<file path="src/rtl/cfg_integrity_map.vh">
// Constants for the configuration integrity and test-port enable block.
// Assumes a 100 MHz system clock and a 64-word data flash with ECC.
`ifndef CFG_INTEGRITY_MAP_VH
`define CFG_INTEGRITY_MAP_VH

////////////////////////////////////////////////////////////////////////////////
// Data flash geometry and region layout
`define FL_AW        6
`define FL_DEPTH     64
`define FL_DW        32
`define FL_CW        6
`define FL_WW        38
`define FW_LAST      6'h0f
`define CFG_FIRST    6'h10
`define CFG_LAST     6'h2f
`define LOG_LAST     6'h3f
`define ERASED_WORD  38'h3f_ffff_ffff
`define ERASED_DATA  32'hffff_ffff

////////////////////////////////////////////////////////////////////////////////
// Bus command and address
`define SOFT_RST_CODE 8'hdb
`define TAP_ADDR      7'h7e

////////////////////////////////////////////////////////////////////////////////
// Watchdog timing
`define CLK_MHZ        100
`define WDT_TIMEOUT_US 1000
`define WDT_CYCLES     17'h186a0
`define WDT_W          17

////////////////////////////////////////////////////////////////////////////////
// Test-access port instructions
`define IR_W        4
`define IR_CAPTURE  4'h1
`define IR_PROG     4'h8
`define IR_ADDR     4'h9
`define IR_BYPASS   4'hf

`endif

</file>
<file path="src/rtl/flash_store.v">
// Data flash array: one write port, one read port with registered data.
// Assumes the caller arbitrates the write port and supplies ECC bits.
`timescale 1ns/1ps
`include "cfg_integrity_map.vh"

module flash_store (
  input  wire                i_sys_clk,
  input  wire                i_wr_en,
  input  wire [`FL_AW-1:0]   i_wr_addr,
  input  wire [`FL_WW-1:0]   i_wr_data,
  input  wire [`FL_AW-1:0]   i_rd_addr,
  output reg  [`FL_WW-1:0]   o_rd_data
);

  reg [`FL_WW-1:0] mem [0:`FL_DEPTH-1];

  // No reset on the array: contents persist like flash
  always @(posedge i_sys_clk) begin
    if (i_wr_en) begin
      mem[i_wr_addr] <= i_wr_data;
    end
    o_rd_data <= mem[i_rd_addr];
  end

endmodule // flash_store

</file>
<file path="src/rtl/cfg_integrity_jtag_en.v">
// Power-up integrity checks, in-service flash update and test-port enable.
// Assumes bus decoding, clock generation and PWM live outside this block.
//
// Notes on behaviour
// Host: unprotect, erase, write image, reset
// After rewrite keep old config, logging off
// Test port off by default; pins are GPIO
// Four of six port pins usable as GPIO
// Blank flash at power-up enables test port
// Bus address 126 at power-up enables port
// Clock slows to 90% while port enabled
// Standard TAP protocol, no boundary scan
// Bad firmware checksum: idle, bus commands only
// Bad config checksum: load factory default
// Default fallback asserts alert and status flag
// Error-log region checked by own checksum
// Watchdog timeout restarts device initialisation
// In reset: GPIO released, fast pulse low
// Every parameter range checked before acceptance
// Six ECC bits generated per written word
// Single-bit flash errors corrected on read
// Send-byte 0xdb restarts initialisation, self-clearing
// Hamming syndrome selects the bit to flip
`timescale 1ns/1ps
`include "cfg_integrity_map.vh"

module cfg_integrity_jtag_en #(
  parameter [`WDT_W-1:0] WDT_CYCLES = `WDT_CYCLES
) (
  input  wire                i_sys_clk,
  input  wire                i_rst,
  input  wire [6:0]          i_bus_addr,
  input  wire                i_cmd_vld,
  input  wire [7:0]          i_cmd_code,
  input  wire                i_wp_off,
  input  wire                i_erase,
  input  wire                i_wr_en,
  input  wire [`FL_AW-1:0]   i_wr_addr,
  input  wire [`FL_DW-1:0]   i_wr_data,
  input  wire                i_param_vld,
  input  wire [15:0]         i_param_val,
  input  wire [15:0]         i_param_min,
  input  wire [15:0]         i_param_max,
  input  wire                i_wdt_kick,
  input  wire                i_fast_pulse,
  input  wire [3:0]          i_gpio_i,
  input  wire [3:0]          i_gpio_o,
  input  wire [3:0]          i_gpio_drv,
  output wire [3:0]          o_gpio_o,
  output wire [3:0]          o_gpio_oe_n,
  output reg  [3:0]          o_gpio_i,
  output reg                 o_fast_pulse_pin,
  output reg                 o_in_reset,
  output reg                 o_fw_run,
  output reg                 o_fw_bad,
  output reg                 o_cfg_dflt,
  output reg                 o_bus_alert_out_n,
  output reg                 o_log_bad,
  output reg                 o_jtag_en,
  output reg                 o_clk_slow,
  output reg                 o_fault_log_en,
  output reg                 o_busy,
  output reg                 o_ecc_fixed,
  output reg                 o_param_ok,
  output reg                 o_param_err
);

  localparam [3:0] ST_INIT = 4'h1;
  localparam [3:0] ST_SCAN = 4'h2;
  localparam [3:0] ST_RUN  = 4'h4;
  localparam [3:0] ST_HALT = 4'h8;

  localparam [15:0] T_TLR = 16'h0001, T_RTI = 16'h0002, T_SDS = 16'h0004, T_CDR = 16'h0008;
  localparam [15:0] T_SDR = 16'h0010, T_E1D = 16'h0020, T_PDR = 16'h0040, T_E2D = 16'h0080;
  localparam [15:0] T_UDR = 16'h0100, T_SIS = 16'h0200, T_CIR = 16'h0400, T_SIR = 16'h0800;
  localparam [15:0] T_E1I = 16'h1000, T_PIR = 16'h2000, T_E2I = 16'h4000, T_UIR = 16'h8000;

  localparam [`WDT_W-1:0] WDT_LAST = WDT_CYCLES - 17'h00001;

  ////////////////////////////////////////////////////////////////////////////
  // Hamming code: check bits are the XOR of positions of set data bits

  function [`FL_CW-1:0] ecc_gen;
    input [`FL_DW-1:0] d;
    integer p, j;
    begin
      ecc_gen = 6'h00;
      j = 0;
      for (p = 1; p < 39; p = p + 1) begin
        if ((p & (p - 1)) != 0) begin
          if (d[j]) ecc_gen = ecc_gen ^ p[5:0];
          j = j + 1;
        end
      end
    end
  endfunction

  function [`FL_DW-1:0] ecc_fix;
    input [`FL_DW-1:0] d;
    input [`FL_CW-1:0] s;
    integer p, j;
    begin
      ecc_fix = d;
      j = 0;
      for (p = 1; p < 39; p = p + 1) begin
        if ((p & (p - 1)) != 0) begin
          if (s == p[5:0]) ecc_fix[j] = ~d[j];
          j = j + 1;
        end
      end
    end
  endfunction

  ////////////////////////////////////////////////////////////////////////////
  // State and storage

  reg  [3:0]          st_ff;
  reg                 issue_ff, dat_vld_ff;
  reg  [`FL_AW-1:0]   rd_addr_ff, dat_addr_ff;
  reg  [`FL_DW-1:0]   sum_ff;
  reg                 fw_bad_ff, cfg_bad_ff, log_bad_ff, blank_ff;
  reg                 jtag_en_ff, wp_off_ff, upd_pend_ff;
  reg  [`WDT_W-1:0]   wdt_cnt_ff;
  reg                 erase_busy_ff;
  reg  [`FL_AW-1:0]   eaddr_ff;
  reg  [15:0]         tap_ff, nxt_tap;
  reg  [2:0]          tap_in_ff;
  reg                 tck_prev_ff, tdo_ff, jwr_ff;
  reg  [`IR_W-1:0]    ir_ff, ir_sh_ff;
  reg  [`FL_DW-1:0]   dr_sh_ff, jwr_data_ff;
  reg  [`FL_AW-1:0]   jaddr_ff, jwr_addr_ff;

  wire [`FL_WW-1:0]   rd_raw;
  wire                st_run  = (st_ff == ST_RUN);
  wire                st_halt = (st_ff == ST_HALT);
  wire                live    = st_run | st_halt;
  wire [`FL_CW-1:0]   syn     = ecc_gen(rd_raw[`FL_DW-1:0]) ^ rd_raw[`FL_WW-1:`FL_DW];
  wire [`FL_DW-1:0]   rd_word = ecc_fix(rd_raw[`FL_DW-1:0], syn);
  wire                raw_ones = (rd_raw == `ERASED_WORD);
  wire                sum_ok  = (sum_ff == rd_word);
  wire                soft_rst = i_cmd_vld & (i_cmd_code == `SOFT_RST_CODE);
  wire                wdt_exp = st_run & (wdt_cnt_ff == WDT_LAST);
  wire                erase_go = i_erase & wp_off_ff & ~erase_busy_ff & live;
  wire                hwr_ok  = i_wr_en & wp_off_ff & ~erase_busy_ff & ~jwr_ff & live;
  wire                fl_we   = erase_busy_ff | jwr_ff | hwr_ok;
  wire [`FL_AW-1:0]   fl_waddr = erase_busy_ff ? eaddr_ff : (jwr_ff ? jwr_addr_ff : i_wr_addr);
  wire [`FL_DW-1:0]   wdat    = jwr_ff ? jwr_data_ff : i_wr_data;
  wire [`FL_WW-1:0]   fl_wdata = erase_busy_ff ? `ERASED_WORD : {ecc_gen(wdat), wdat};
  wire                tck_rise = jtag_en_ff & tap_in_ff[0] & ~tck_prev_ff;
  wire                tck_fall = jtag_en_ff & ~tap_in_ff[0] & tck_prev_ff;
  wire                tms = tap_in_ff[1];
  wire                tdi = tap_in_ff[2];

  flash_store u_flash (
    .i_sys_clk (i_sys_clk),
    .i_wr_en   (fl_we),
    .i_wr_addr (fl_waddr),
    .i_wr_data (fl_wdata),
    .i_rd_addr (rd_addr_ff),
    .o_rd_data (rd_raw)
  );

  ////////////////////////////////////////////////////////////////////////////
  // Power-up scan and operating state

  always @(posedge i_sys_clk or posedge i_rst) begin
    if (i_rst) begin
      st_ff       <= ST_INIT;
      issue_ff    <= 1'b0;
      dat_vld_ff  <= 1'b0;
      rd_addr_ff  <= 6'h00;
      dat_addr_ff <= 6'h00;
      sum_ff      <= 32'h0000_0000;
      fw_bad_ff   <= 1'b0;
      cfg_bad_ff  <= 1'b0;
      log_bad_ff  <= 1'b0;
      blank_ff    <= 1'b1;
      jtag_en_ff  <= 1'b0;
      wp_off_ff   <= 1'b0;
      upd_pend_ff <= 1'b0;
    end else begin
      dat_vld_ff  <= issue_ff & (st_ff == ST_SCAN);
      dat_addr_ff <= rd_addr_ff;
      case (st_ff)
        ST_INIT: begin
          issue_ff    <= 1'b1;
          rd_addr_ff  <= 6'h00;
          sum_ff      <= 32'h0000_0000;
          fw_bad_ff   <= 1'b0;
          cfg_bad_ff  <= 1'b0;
          log_bad_ff  <= 1'b0;
          blank_ff    <= 1'b1;
          jtag_en_ff  <= 1'b0;
          wp_off_ff   <= 1'b0;
          upd_pend_ff <= 1'b0;
          st_ff       <= ST_SCAN;
        end
        ST_SCAN: begin
          if (issue_ff) begin
            rd_addr_ff <= rd_addr_ff + 6'h01;
            if (rd_addr_ff == `LOG_LAST) issue_ff <= 1'b0;
          end
          if (dat_vld_ff) begin
            if (dat_addr_ff >= `CFG_FIRST && !raw_ones) blank_ff <= 1'b0;
            if (dat_addr_ff == `FW_LAST || dat_addr_ff == `CFG_LAST || dat_addr_ff == `LOG_LAST) begin
              sum_ff <= 32'h0000_0000;
              if (dat_addr_ff == `FW_LAST) fw_bad_ff <= ~sum_ok;
              if (dat_addr_ff == `CFG_LAST) cfg_bad_ff <= ~sum_ok;
              if (dat_addr_ff == `LOG_LAST) log_bad_ff <= ~sum_ok;
            end else begin
              sum_ff <= sum_ff + rd_word;
            end
            if (dat_addr_ff == `LOG_LAST) begin
              st_ff      <= fw_bad_ff ? ST_HALT : ST_RUN;
              jtag_en_ff <= (blank_ff & raw_ones)
                          | (i_bus_addr == `TAP_ADDR);
            end
          end
        end
        default: begin
          // The write-protect release and the pending-update mark live until reset
          if (i_wp_off) wp_off_ff <= 1'b1;
          if (st_run & (erase_go | hwr_ok | jwr_ff)) upd_pend_ff <= 1'b1;
        end
      endcase
      if (soft_rst | wdt_exp) st_ff <= ST_INIT;
    end
  end

  ////////////////////////////////////////////////////////////////////////////
  // Firmware watchdog: counts only while firmware runs

  always @(posedge i_sys_clk or posedge i_rst) begin
    if (i_rst) begin
      wdt_cnt_ff <= 17'h00000;
    end else if (!st_run || i_wdt_kick || wdt_exp) begin
      wdt_cnt_ff <= 17'h00000;
    end else begin
      wdt_cnt_ff <= wdt_cnt_ff + 17'h00001;
    end
  end

  ////////////////////////////////////////////////////////////////////////////
  // Erase sequencer: one word per cycle, bus writes refused meanwhile

  always @(posedge i_sys_clk or posedge i_rst) begin
    if (i_rst) begin
      erase_busy_ff <= 1'b0;
      eaddr_ff      <= 6'h00;
    end else if (erase_go) begin
      erase_busy_ff <= 1'b1;
      eaddr_ff      <= 6'h00;
    end else if (erase_busy_ff) begin
      eaddr_ff <= eaddr_ff + 6'h01;
      if (eaddr_ff == `LOG_LAST) erase_busy_ff <= 1'b0;
    end
  end

  ////////////////////////////////////////////////////////////////////////////
  // Test-access port, sampled from the shared pins; no boundary register

  always @* begin
    case (tap_ff)
      T_TLR:   nxt_tap = tms ? T_TLR : T_RTI;
      T_RTI:   nxt_tap = tms ? T_SDS : T_RTI;
      T_SDS:   nxt_tap = tms ? T_SIS : T_CDR;
      T_CDR:   nxt_tap = tms ? T_E1D : T_SDR;
      T_SDR:   nxt_tap = tms ? T_E1D : T_SDR;
      T_E1D:   nxt_tap = tms ? T_UDR : T_PDR;
      T_PDR:   nxt_tap = tms ? T_E2D : T_PDR;
      T_E2D:   nxt_tap = tms ? T_UDR : T_SDR;
      T_UDR:   nxt_tap = tms ? T_SDS : T_RTI;
      T_SIS:   nxt_tap = tms ? T_TLR : T_CIR;
      T_CIR:   nxt_tap = tms ? T_E1I : T_SIR;
      T_SIR:   nxt_tap = tms ? T_E1I : T_SIR;
      T_E1I:   nxt_tap = tms ? T_UIR : T_PIR;
      T_PIR:   nxt_tap = tms ? T_E2I : T_PIR;
      T_E2I:   nxt_tap = tms ? T_UIR : T_SIR;
      T_UIR:   nxt_tap = tms ? T_SDS : T_RTI;
      default: nxt_tap = T_TLR;
    endcase
  end

  always @(posedge i_sys_clk or posedge i_rst) begin
    if (i_rst) begin
      tap_ff      <= T_TLR;
      tap_in_ff   <= 3'h0;
      tck_prev_ff <= 1'b0;
      tdo_ff      <= 1'b0;
      ir_ff       <= `IR_BYPASS;
      ir_sh_ff    <= 4'h0;
      dr_sh_ff    <= 32'h0000_0000;
      jaddr_ff    <= 6'h00;
      jwr_ff      <= 1'b0;
      jwr_addr_ff <= 6'h00;
      jwr_data_ff <= 32'h0000_0000;
    end else begin
      tap_in_ff   <= i_gpio_i[2:0];
      tck_prev_ff <= tap_in_ff[0];
      jwr_ff      <= 1'b0;
      if (!jtag_en_ff) begin
        tap_ff <= T_TLR;
        ir_ff  <= `IR_BYPASS;
      end else if (tck_rise) begin
        tap_ff <= nxt_tap;
        if (tap_ff == T_TLR) ir_ff <= `IR_BYPASS;
        if (tap_ff == T_CIR) ir_sh_ff <= `IR_CAPTURE;
        if (tap_ff == T_SIR) ir_sh_ff <= {tdi, ir_sh_ff[3:1]};
        if (tap_ff == T_CDR) dr_sh_ff <= (ir_ff == `IR_ADDR) ? {26'h0, jaddr_ff} : 32'h0000_0000;
        if (tap_ff == T_SDR) begin
          if (ir_ff == `IR_PROG) dr_sh_ff <= {tdi, dr_sh_ff[31:1]};
          else if (ir_ff == `IR_ADDR) dr_sh_ff <= {26'h0, tdi, dr_sh_ff[5:1]};
          else dr_sh_ff <= {31'h0, tdi};
        end
      end else if (tck_fall) begin
        // Shift-out and updates happen on the falling edge
        if (tap_ff == T_SIR) tdo_ff <= ir_sh_ff[0];
        if (tap_ff == T_SDR) tdo_ff <= dr_sh_ff[0];
        if (tap_ff == T_UIR) ir_ff <= ir_sh_ff;
        if (tap_ff == T_UDR && ir_ff == `IR_ADDR) jaddr_ff <= dr_sh_ff[5:0];
        if (tap_ff == T_UDR && ir_ff == `IR_PROG && !erase_busy_ff) begin
          jwr_ff      <= 1'b1;
          jwr_addr_ff <= jaddr_ff;
          jwr_data_ff <= dr_sh_ff;
          jaddr_ff    <= jaddr_ff + 6'h01;
        end
      end
    end
  end

  ////////////////////////////////////////////////////////////////////////////
  // Shared pins: pin 3 carries test data out, pins 0..2 are port inputs

  genvar g;
  generate
    for (g = 0; g < 4; g = g + 1) begin : g_pin
      reg po_ff;
      reg poe_n_ff;
      always @(posedge i_sys_clk or posedge i_rst) begin
        if (i_rst) begin
          po_ff    <= 1'b0;
          poe_n_ff <= 1'b1;
        end else if (!live) begin
          po_ff    <= 1'b0;
          poe_n_ff <= 1'b1;
        end else if (jtag_en_ff) begin
          po_ff    <= (g == 3) ? tdo_ff : 1'b0;
          poe_n_ff <= (g == 3) ? 1'b0 : 1'b1;
        end else begin
          po_ff    <= i_gpio_o[g];
          poe_n_ff <= ~i_gpio_drv[g];
        end
      end
      assign o_gpio_o[g]    = po_ff;
      assign o_gpio_oe_n[g] = poe_n_ff;
    end
  endgenerate

  ////////////////////////////////////////////////////////////////////////////
  // Status outputs

  always @(posedge i_sys_clk or posedge i_rst) begin
    if (i_rst) begin
      o_gpio_i          <= 4'h0;
      o_fast_pulse_pin  <= 1'b0;
      o_in_reset        <= 1'b1;
      o_fw_run          <= 1'b0;
      o_fw_bad          <= 1'b0;
      o_cfg_dflt        <= 1'b0;
      o_bus_alert_out_n <= 1'b1;
      o_log_bad         <= 1'b0;
      o_jtag_en         <= 1'b0;
      o_clk_slow        <= 1'b0;
      o_fault_log_en    <= 1'b0;
      o_busy            <= 1'b0;
      o_ecc_fixed       <= 1'b0;
      o_param_ok        <= 1'b0;
      o_param_err       <= 1'b0;
    end else begin
      o_gpio_i          <= (jtag_en_ff || !live) ? 4'h0 : i_gpio_i;
      o_fast_pulse_pin  <= st_run & i_fast_pulse;
      o_in_reset        <= ~live;
      o_fw_run          <= st_run;
      o_fw_bad          <= st_halt & fw_bad_ff;
      o_cfg_dflt        <= live & cfg_bad_ff;
      o_bus_alert_out_n <= ~(live & cfg_bad_ff);
      o_log_bad         <= live & log_bad_ff;
      o_jtag_en         <= jtag_en_ff;
      o_clk_slow        <= jtag_en_ff;
      o_fault_log_en    <= st_run & ~upd_pend_ff;
      o_busy            <= erase_busy_ff;
      o_ecc_fixed       <= dat_vld_ff & (syn != 6'h00);
      // Bounds are inclusive
      o_param_ok        <= i_param_vld & (i_param_val >= i_param_min) & (i_param_val <= i_param_max);
      o_param_err       <= i_param_vld & ((i_param_val < i_param_min) | (i_param_val > i_param_max));
    end
  end

endmodule // cfg_integrity_jtag_en

</file>
<file path="config.mk">
export PLATFORM = sky130hd
export DESIGN_NAME = cfg_integrity_jtag_en
export DESIGN_NICKNAME = d
export VERILOG_FILES = /design/src/rtl/flash_store.v /design/src/rtl/cfg_integrity_jtag_en.v
export VERILOG_INCLUDE_DIRS = /design/src /design/src/rtl
export SDC_FILE = /design/constraint.sdc
export NUM_CORES = 2
export LEC_CHECK = 0
export BUFFER_PORTS_ARGS = -buffer_cell sky130_fd_sc_hd__buf_2
export CAP_MARGIN = 20
export CORE_ASPECT_RATIO = 0.5
export CORE_MARGIN = 2
export CORE_UTILIZATION = 35
export CTS_BUF_LIST = sky130_fd_sc_hd__clkbuf_8 sky130_fd_sc_hd__clkbuf_16
export DETAILED_ROUTE_END_ITERATION = 8
export GPL_TIMING_DRIVEN = 0
export MAX_ROUTING_LAYER = met4
export RECOVER_POWER = 50
export SLEW_MARGIN = 40
export SYNTH_ARGS = -nofsm -noshare
export SYNTH_HDL_FRONTEND = slang
export SYNTH_HIERARCHICAL = 1
export SYNTH_SLANG_ARGS = --single-unit
export TNS_END_PERCENT = 1
</file>
<file path="constraint.sdc">
create_clock -name i_sys_clk -period 7 [get_ports i_sys_clk]
set_clock_uncertainty 0.1 [all_clocks]
set_input_delay 0.7 -clock i_sys_clk [delete_from_list [all_inputs] [get_ports i_sys_clk]]
set_output_delay 0.7 -clock i_sys_clk [all_outputs]
set_load 0.01 [all_outputs]
</file>
======== Word-level counts from Yosys, hierarchy flattened ========
Memories as Yosys holds them, arrays and structs flattened. A register that Yosys moved wholly into a read port is not among the register bits.
Index checks and enable logic that the tools add are counted.
W data, S select, Z words.
word-level totals
  memory bits (writable) .................. 2432
  register bits ........................... 212
  logic and storage cells ................. 641
  output and inout port bits .............. 26
  memories ................................ 1
  input bits .............................. 122
operators by class
  eq/ne operators ......................... 84
  reduce and logical (&&, ||, !) cells .... 39
  bitwise logic cells ..................... 141
  order comparisons ....................... 5
  $add $sub $neg .......................... 5
  multiplexer cells ....................... 317
memory list
  name         depth  width  read ports  clocked after Yosys merged registers in  write ports  line              text
  u_flash.mem  64     38     1           1                                        1            flash_store.v:15  reg [`FL_WW-1:0] mem [0:`FL_DEPTH-1];
operators with widths
  operator                number
  $mux W32                32
  $mux W6                 45
  $pmux W16 S12           1
  $mux W4                 44
  $mux W5                 31
  $mux W1                 102
  $mux W16                6
  $eq A6 B5 Y1 const B    15
  $not A3 Y3              26
  $pmux W32 S2            1
  $eq A6 B6 Y1 const B    10
  $eq A6 B4 Y1 const B    8
  $not A1 Y1              45
  $not A4 Y4              10
  $eq A38 B38 Y1 const B  1
  $mux W38                1
  $mux W17                2
  $add A32 B32 Y32        1
  $eq A32 B32 Y1          1
  $not A2 Y2              16
  $mux W31                1
  $mux W15                2
  $mux W30                1
  $mux W29                1
  other kinds (76)        188

======== Depth between registers and ports, before layout ========
  word-level depth ........................ 109
  depth in mapped cells ................... 22

======== Hierarchy ========
Netlist, hierarchy kept.
modules (own cells, without submodules)
  module                 area each (sq um)  sequential area each (sq um)  cells each  instances
  flash_store            92877.8            73790.8                       3927        1
  cfg_integrity_jtag_en  14081.0            5321.4                        1560        1

======== Least setup slack after synthesis ========
OpenSTA, ideal clock, no wires.
  path kind ............................... reg-to-reg
  from .................................... reg jwr_ff
  to ...................................... mem u_flash/mem[49][0] (netlist bit), enable pin
  stages on the path, launching flop included .. 10
  arrival time ............................ 4913 ps
  path slack .............................. 1507 ps
  library setup time ...................... 480 ps
  required time ........................... 6420 ps
  path buffers ............................ 4
  path through ............................ dfrtp_1 clkbuf_1 clkbuf_1 clkbuf_1 clkbuf_1 mux2i_1 a21oi_1 nor2b_1 nand4_1 nor3_1
between the ends
  elaborated cells between the ends (all ways) .. 9
  classes of those cells .................. mux (4); bitwise (5)
RTL lines
  item                    line                         text
  from (decl)             cfg_integrity_jtag_en.v:128  reg tck_prev_ff, tdo_ff, jwr_ff;
  from (signal assigned)  cfg_integrity_jtag_en.v:294  jwr_ff <= 1'b0;
  from (signal assigned)  cfg_integrity_jtag_en.v:300  jwr_ff <= 1'b0;
  from (signal assigned)  cfg_integrity_jtag_en.v:322  jwr_ff <= 1'b1;
  $mux W6 (2 in series)   cfg_integrity_jtag_en.v:146  wire [`FL_AW-1:0] fl_waddr = erase_busy_ff ? eaddr_ff : (jwr_ff ? jwr_addr_ff : i_wr_addr);
  named net fl_waddr[0]   cfg_integrity_jtag_en.v:146
  to (decl)               flash_store.v:15
The timed path passes the listed nets, and every way through them passes these cells.

======== Final worst setup path ========
  from .................................... reg u_flash.o_rd_data[19], read port of u_flash.mem
  to ...................................... reg sum_ff[31]
between the ends
  cells in the longest elaborated chain, start to end .. 60
  elaborated cells between the ends (all ways) .. 95
  classes of those cells .................. add/sub (1); eq/ne (32); mux (51); bitwise (11)
ends and longest elaborated chain
  item                                                       line                         text
  from (decl)                                                flash_store.v:12             output reg [`FL_WW-1:0] o_rd_data
  $mux W5                                                    cfg_integrity_jtag_en.v:91   if (d[j]) ecc_gen = ecc_gen ^ p[5:0];
  $mux W5 or $not A3 Y3 (tied branches)                      -
  $not A4 Y4 (no source line) or $mux W5 (tied branches)     -
  $mux W5 or $not A4 Y4 (tied branches)                      -
  $mux W5                                                    cfg_integrity_jtag_en.v:91
  $not A4 Y4 (no source line) or $not A3 Y3 (tied branches)  -
  $mux W5                                                    cfg_integrity_jtag_en.v:91
  $mux W5 or $not A4 Y4 (tied branches)                      -
  (+44 left out)                                             -
  $mux W32 *                                                 cfg_integrity_jtag_en.v:107  if (s == p[5:0]) ecc_fix[j] = ~d[j];
  $add A32 B32 Y32 *                                         cfg_integrity_jtag_en.v:211  sum_ff <= sum_ff + rd_word;
  $mux W32 *                                                 cfg_integrity_jtag_en.v:205  if (dat_addr_ff == `FW_LAST || dat_addr_ff == `CFG_LAST || dat_addr_ff == `LOG_LAST) begin
  $mux W32 *                                                 cfg_integrity_jtag_en.v:203  if (dat_vld_ff) begin
  $mux W32 *                                                 cfg_integrity_jtag_en.v:184  case (st_ff)
  $mux W32 *                                                 cfg_integrity_jtag_en.v:203
  $mux W32 *                                                 cfg_integrity_jtag_en.v:184
  $pmux W32 S2 *                                             cfg_integrity_jtag_en.v:184
  to (signal assigned)                                       cfg_integrity_jtag_en.v:211
  to (decl)                                                  cfg_integrity_jtag_en.v:120  reg [`FL_DW-1:0] sum_ff;
Mark *: on every way between the ends. The rest lies on a longest branch, timed or not. The select of a mux whose other input is x is not followed.
A chain may end at the register's enable or synchronous reset.

==> flow_summary.rst <==
.. list-table::
   :header-rows: 1

   * - Metric
     - Value
   * - Routed wirelength normalized by instance count
     - between 30 and 40 um
   * - Max-Slew Margin vs Limit
     - -146.5%
   * - Skew-Pair Late Insertion Delay
     - between 0.9 and 1 ns
   * - Floorplan die area
     - 310300 sq um
   * - Placed cells
     - roughly 10k
   * - Category of the worst setup path capture point
     - flip-flop
   * - Required time at the worst-slack endpoint
     - about 7.7 ns
   * - Maximum ir drop on the vdd rail
     - between 0.2 and 0.25 mV
   * - Sum of negative setup slack
     - 0 ns
   * - Biggest cell delay along the critical path
     - 0.80 ns
   * - Crit path kind
     - reg -> reg
   * - Average cell area after synthesis
     - approximately 19 sq um
   * - CTS max path bufs
     - 4
   * - Number of buffers inserted to repair setup after CTS
     - 0
   * - Largest net degree at the start of global routing
     - 79
   * - Number of cell rows
     - ~140
   * - Utilization of the core after routing
     - between 40% and 50%
   * - Transition time at the pin with the least slew margin
     - around 3.7 ns
   * - Run status
     - finished with violations
   * - Placer Congestion
     - 0.9434
   * - CTS tree
     - yes
   * - Final routed DRC violation total
     - 0
   * - Total wirelength of the detailed-routed design
     - 332300 um
   * - Register area
     - roughly 80000 sq um
   * - Critical path arrival
     - 6.86 ns
   * - Placed wire-length estimate
     - 238900 um
   * - Overall global routing resource usage
     - a little over a fifth
   * - Placement-stage worst setup slack
     - 1.200 ns
   * - Core Box Area
     - just over 300000 sq um
   * - Area share of the leading cell type in the synthesized netlist
     - about two thirds
   * - Root Buffer
     - sky130_fd_sc_hd__clkbuf_16
   * - Via count of the first global-routing pass
     - 57.37k
   * - Register-to-register setup slack
     - 0.85 ns
   * - Critical Path Source Type
     - flip-flop
   * - Origin of the worst min-delay path
     - i_wp_off
   * - Cells after Synth
     - 5487
   * - Pins Over Slew Limit
     - around 1.9k
   * - Violations in the final reports
     - capacitance limit, slew limit
   * - Buffers and inverters on the worst path
     - 2
   * - Initial antenna violation count
     - 27
   * - Number of I/O pins
     - between 100 and 150
   * - Slowest cell on the critical path
     - sky130_fd_sc_hd__a2111oi_1
   * - Hold WC Path Type
     - in -> reg
   * - H-tree depth
     - 4
   * - Layout cells sized above 1
     - 25.04%
   * - Endpoint of the worst-slack reg-to-reg timing path
     - sum_ff[31]
   * - Grt ovf
     - 0
   * - First-pass GRT wire length
     - 458400 um
   * - Worst path top cell family by delay
     - compound AO/OA/AOI/OAI gates
   * - Number of enable flip-flop cells after synthesis
     - between 2k and 2.5k
   * - Effective utilization at floorplan
     - roughly a third
   * - Number of port buffers
     - ~150
   * - Part of the Yosys area used for sequential elements
     - approximately three quarters
   * - Most used standard cell by instance count after synthesis
     - sky130_fd_sc_hd__edfxtp_1
   * - Worst hold margin
     - ~0.046 ns
   * - Filler instances
     - approximately 27k
   * - Final Net Count
     - 6365
   * - Unrepaired setup endpoints after global routing
     - false
   * - Chip Width
     - just under 800 um
   * - Initial detailed-routing violation count
     - around 9k
   * - Antenna Violating Nets Remaining
     - 0
   * - Area of the mapped netlist
     - approximately 110000 sq um
   * - Area of the multi-input gates
     - between 20000 and 30000 sq um
   * - Final worst-path cycle share
     - about 88%
   * - Worst reg2reg path startpoint
     - u_flash/o_rd_data[19]
   * - Min-Delay Path Depth
     - 3
   * - Number of buffers created by CTS
     - around 250
   * - Most frequent cells after synthesis
     - 2432 x sky130_fd_sc_hd__edfxtp_1, 606 x sky130_fd_sc_hd__mux4_2, 237 x sky130_fd_sc_hd__nand2_1, 228 x sky130_fd_sc_hd__nor2_1, 199 x sky130_fd_sc_hd__dfrtp_1
   * - Number of cells upsized or downsized after cts
     - 0
   * - Final worst-path setup slack
     - roughly 0.85 ns
   * - Levels on crit path
     - 21
   * - Origin of the worst setup path
     - u_flash/o_rd_data[19]
   * - Final cell count without fillers
     - ~10k
   * - Leading cell types by total area after synthesis
     - sky130_fd_sc_hd__edfxtp_1 68%, sky130_fd_sc_hd__mux4_2 13%, sky130_fd_sc_hd__dfrtp_1 4.7%
   * - Final period demand of the worst path
     - between 6 and 7 ns
   * - Max Clock Freq
     - roughly 0.16 GHz
   * - Highest net fanout along the worst path
     - 8
   * - Count of clock tree sinks
     - 2682
   * - Post-synthesis register bit count
     - ~2.7k
   * - Static Leak
     - slightly above 0.04 uW
   * - DRT Pass-1 Iters
     - 8
   * - # setup viols final
     - 0
   * - Via total after detailed routing
     - 59.13k
   * - Average via count per standard cell
     - 5.668
   * - Nets in the synthesized netlist
     - 5687
   * - Cell Pwr Density
     - about 260 nW/um^2
   * - Vertical die dimension
     - approximately 390 um
   * - Synthesis-to-finish area growth
     - 17.38%
   * - Clock transition at path regs
     - roughly 0.070 ns
   * - Final Hold Violating Endpoints
     - 0
   * - Async set-reset flop share out of synthesis
     - under 10%
   * - Dominant synthesized flop cell
     - sky130_fd_sc_hd__edfxtp_1
   * - Sink of the worst hold path
     - wp_off_ff
   * - Area leader, netlist
     - sky130_fd_sc_hd__edfxtp_1
   * - Maxcap violations
     - around 40
   * - Cell chain of the critical path
     - xor2_1, xnor3_1, xnor3_1, xnor2_1, inv_2, nand2_1, inv_2, nand2_1, nor2_1, xor2_1, ha_1, o211ai_1, o211ai_1, a41oi_1, a2111oi_1, o211ai_1, o21a_1, o21ai_1, xor2_1, a21oi_1, o22ai_1
   * - Synth Warn #
     - 6
   * - Cell count of the worst reg-to-reg path
     - 21
   * - Netlist cell types
     - 85
[timing repair]
| item | CTS | global route |
|---|---|---|
| endpoints found under the hold margin | 97 | 0 |
| setup endpoints to repair | 0 | 0 |
| hold buffers | 15 | 0 |
[worst register-to-register path: cells and delay by family, from the launching register on]
family | cells | cell delay [ns]
and+or+nand+nor | 3 | 0.35
DFF | 1 | 0.48
buffers and inverters | 2 | 0.10
AOI/OAI and AO/OA | 9 | 2.49
adders and majority gates | 1 | 0.38
xor gates and xnor gates | 6 | 2.15
[worst max-delay path by stage]
stage                     slack, ns                  end
after floorplan                0.43           cfg_bad_ff
after global placement        -3.33  u_flash/mem[32][23]
after detailed placement       1.20           sum_ff[31]
after CTS                      1.17           sum_ff[31]
after global routing           0.37           sum_ff[31]
final                          0.85           sum_ff[31]
[metal layers]
layer	part of all wire, %	routed length (um)	global-route usage (%)	up-vias
met4	4.3	14360	7.370	0
met3	12	39220	4.956	598
met2	45	148600	32.01	3466
met1	39	130100	29.55	31260
li1	-	-	-	23800
met5	0	0	-	-
[state kept, by name (all words and copies together), names as in the netlist, 16 cells and up]
register	count
dr_sh_ff	32
u_flash/o_rd_data	38
wdt_cnt_ff	17
sum_ff	32
tap_ff	16
u_flash/mem	2432
jwr_data_ff	32
[placed cells by master (no fill, tap or decap), types with 71 or more instances in the layout]
cell	count
sky130_fd_sc_hd__buf_4	84
sky130_fd_sc_hd__nor2_1	167
sky130_fd_sc_hd__ha_1	77
sky130_fd_sc_hd__xnor2_1	125
sky130_fd_sc_hd__clkbuf_16	247
sky130_fd_sc_hd__edfxtp_1	2432
sky130_fd_sc_hd__clkbuf_1	181
sky130_fd_sc_hd__buf_2	173
sky130_fd_sc_hd__buf_16	89
sky130_fd_sc_hd__xor2_1	96
sky130_fd_sc_hd__inv_1	120
sky130_fd_sc_hd__mux2i_1	96
sky130_fd_sc_hd__nand2_1	236
sky130_fd_sc_hd__buf_8	107
sky130_fd_sc_hd__mux4_2	606
sky130_fd_sc_hd__dfrtp_1	199
sky130_fd_sc_hd__a21oi_1	136
sky130_fd_sc_hd__o22ai_1	71
[cell families (layout without fill, tap and decap cells)]
| family | count (synthesis) | after routing | synth area share [%] |
|---|---|---|---|
| buf+inv | 360 | 1238 | 1.667 |
| simple gates | 731 | 731 | 3.177 |
| xor+xnor | 229 | 229 | 1.966 |
| mux | 751 | 751 | 14.17 |
| fa+ha+maj | 78 | 78 | 0.9195 |
| flops | 2682 | 2682 | 73.97 |
| compound gates | 656 | 656 | 4.131 |
| other cells | 0 | 8 | 0 |
[where the power goes]
group	switching, uW	internal, uW
clock network	5970	7010
registers	15.4	18100
logic	1080	183
[cell type report]
type / count / area share, %
flip-flops and latches: 2682 / 63.01
inverters: 70 / 0.2103
clock buffers: 250 / 4.956
multi-input cells: 2445 / 21.25
plain buffers: 290 / 1.261
well taps: 4060 / 4.046
clock inverters: 198 / 1.077
repair buffers: 430 / 4.174
diodes: 8 / 0.01595
[stage by stage]
step | total power [uW] | instance area (sq um)
6_report | 32360 | 125500
5_1_grt | 33210 | 125500
4_1_cts | 32600 | 126500
3_5_place_dp | 19800 | 118800
3_3_place_gp | 19670 | 112800
2_1_floorplan | 19040 | 107000
(Power assumes the default switching activity.)
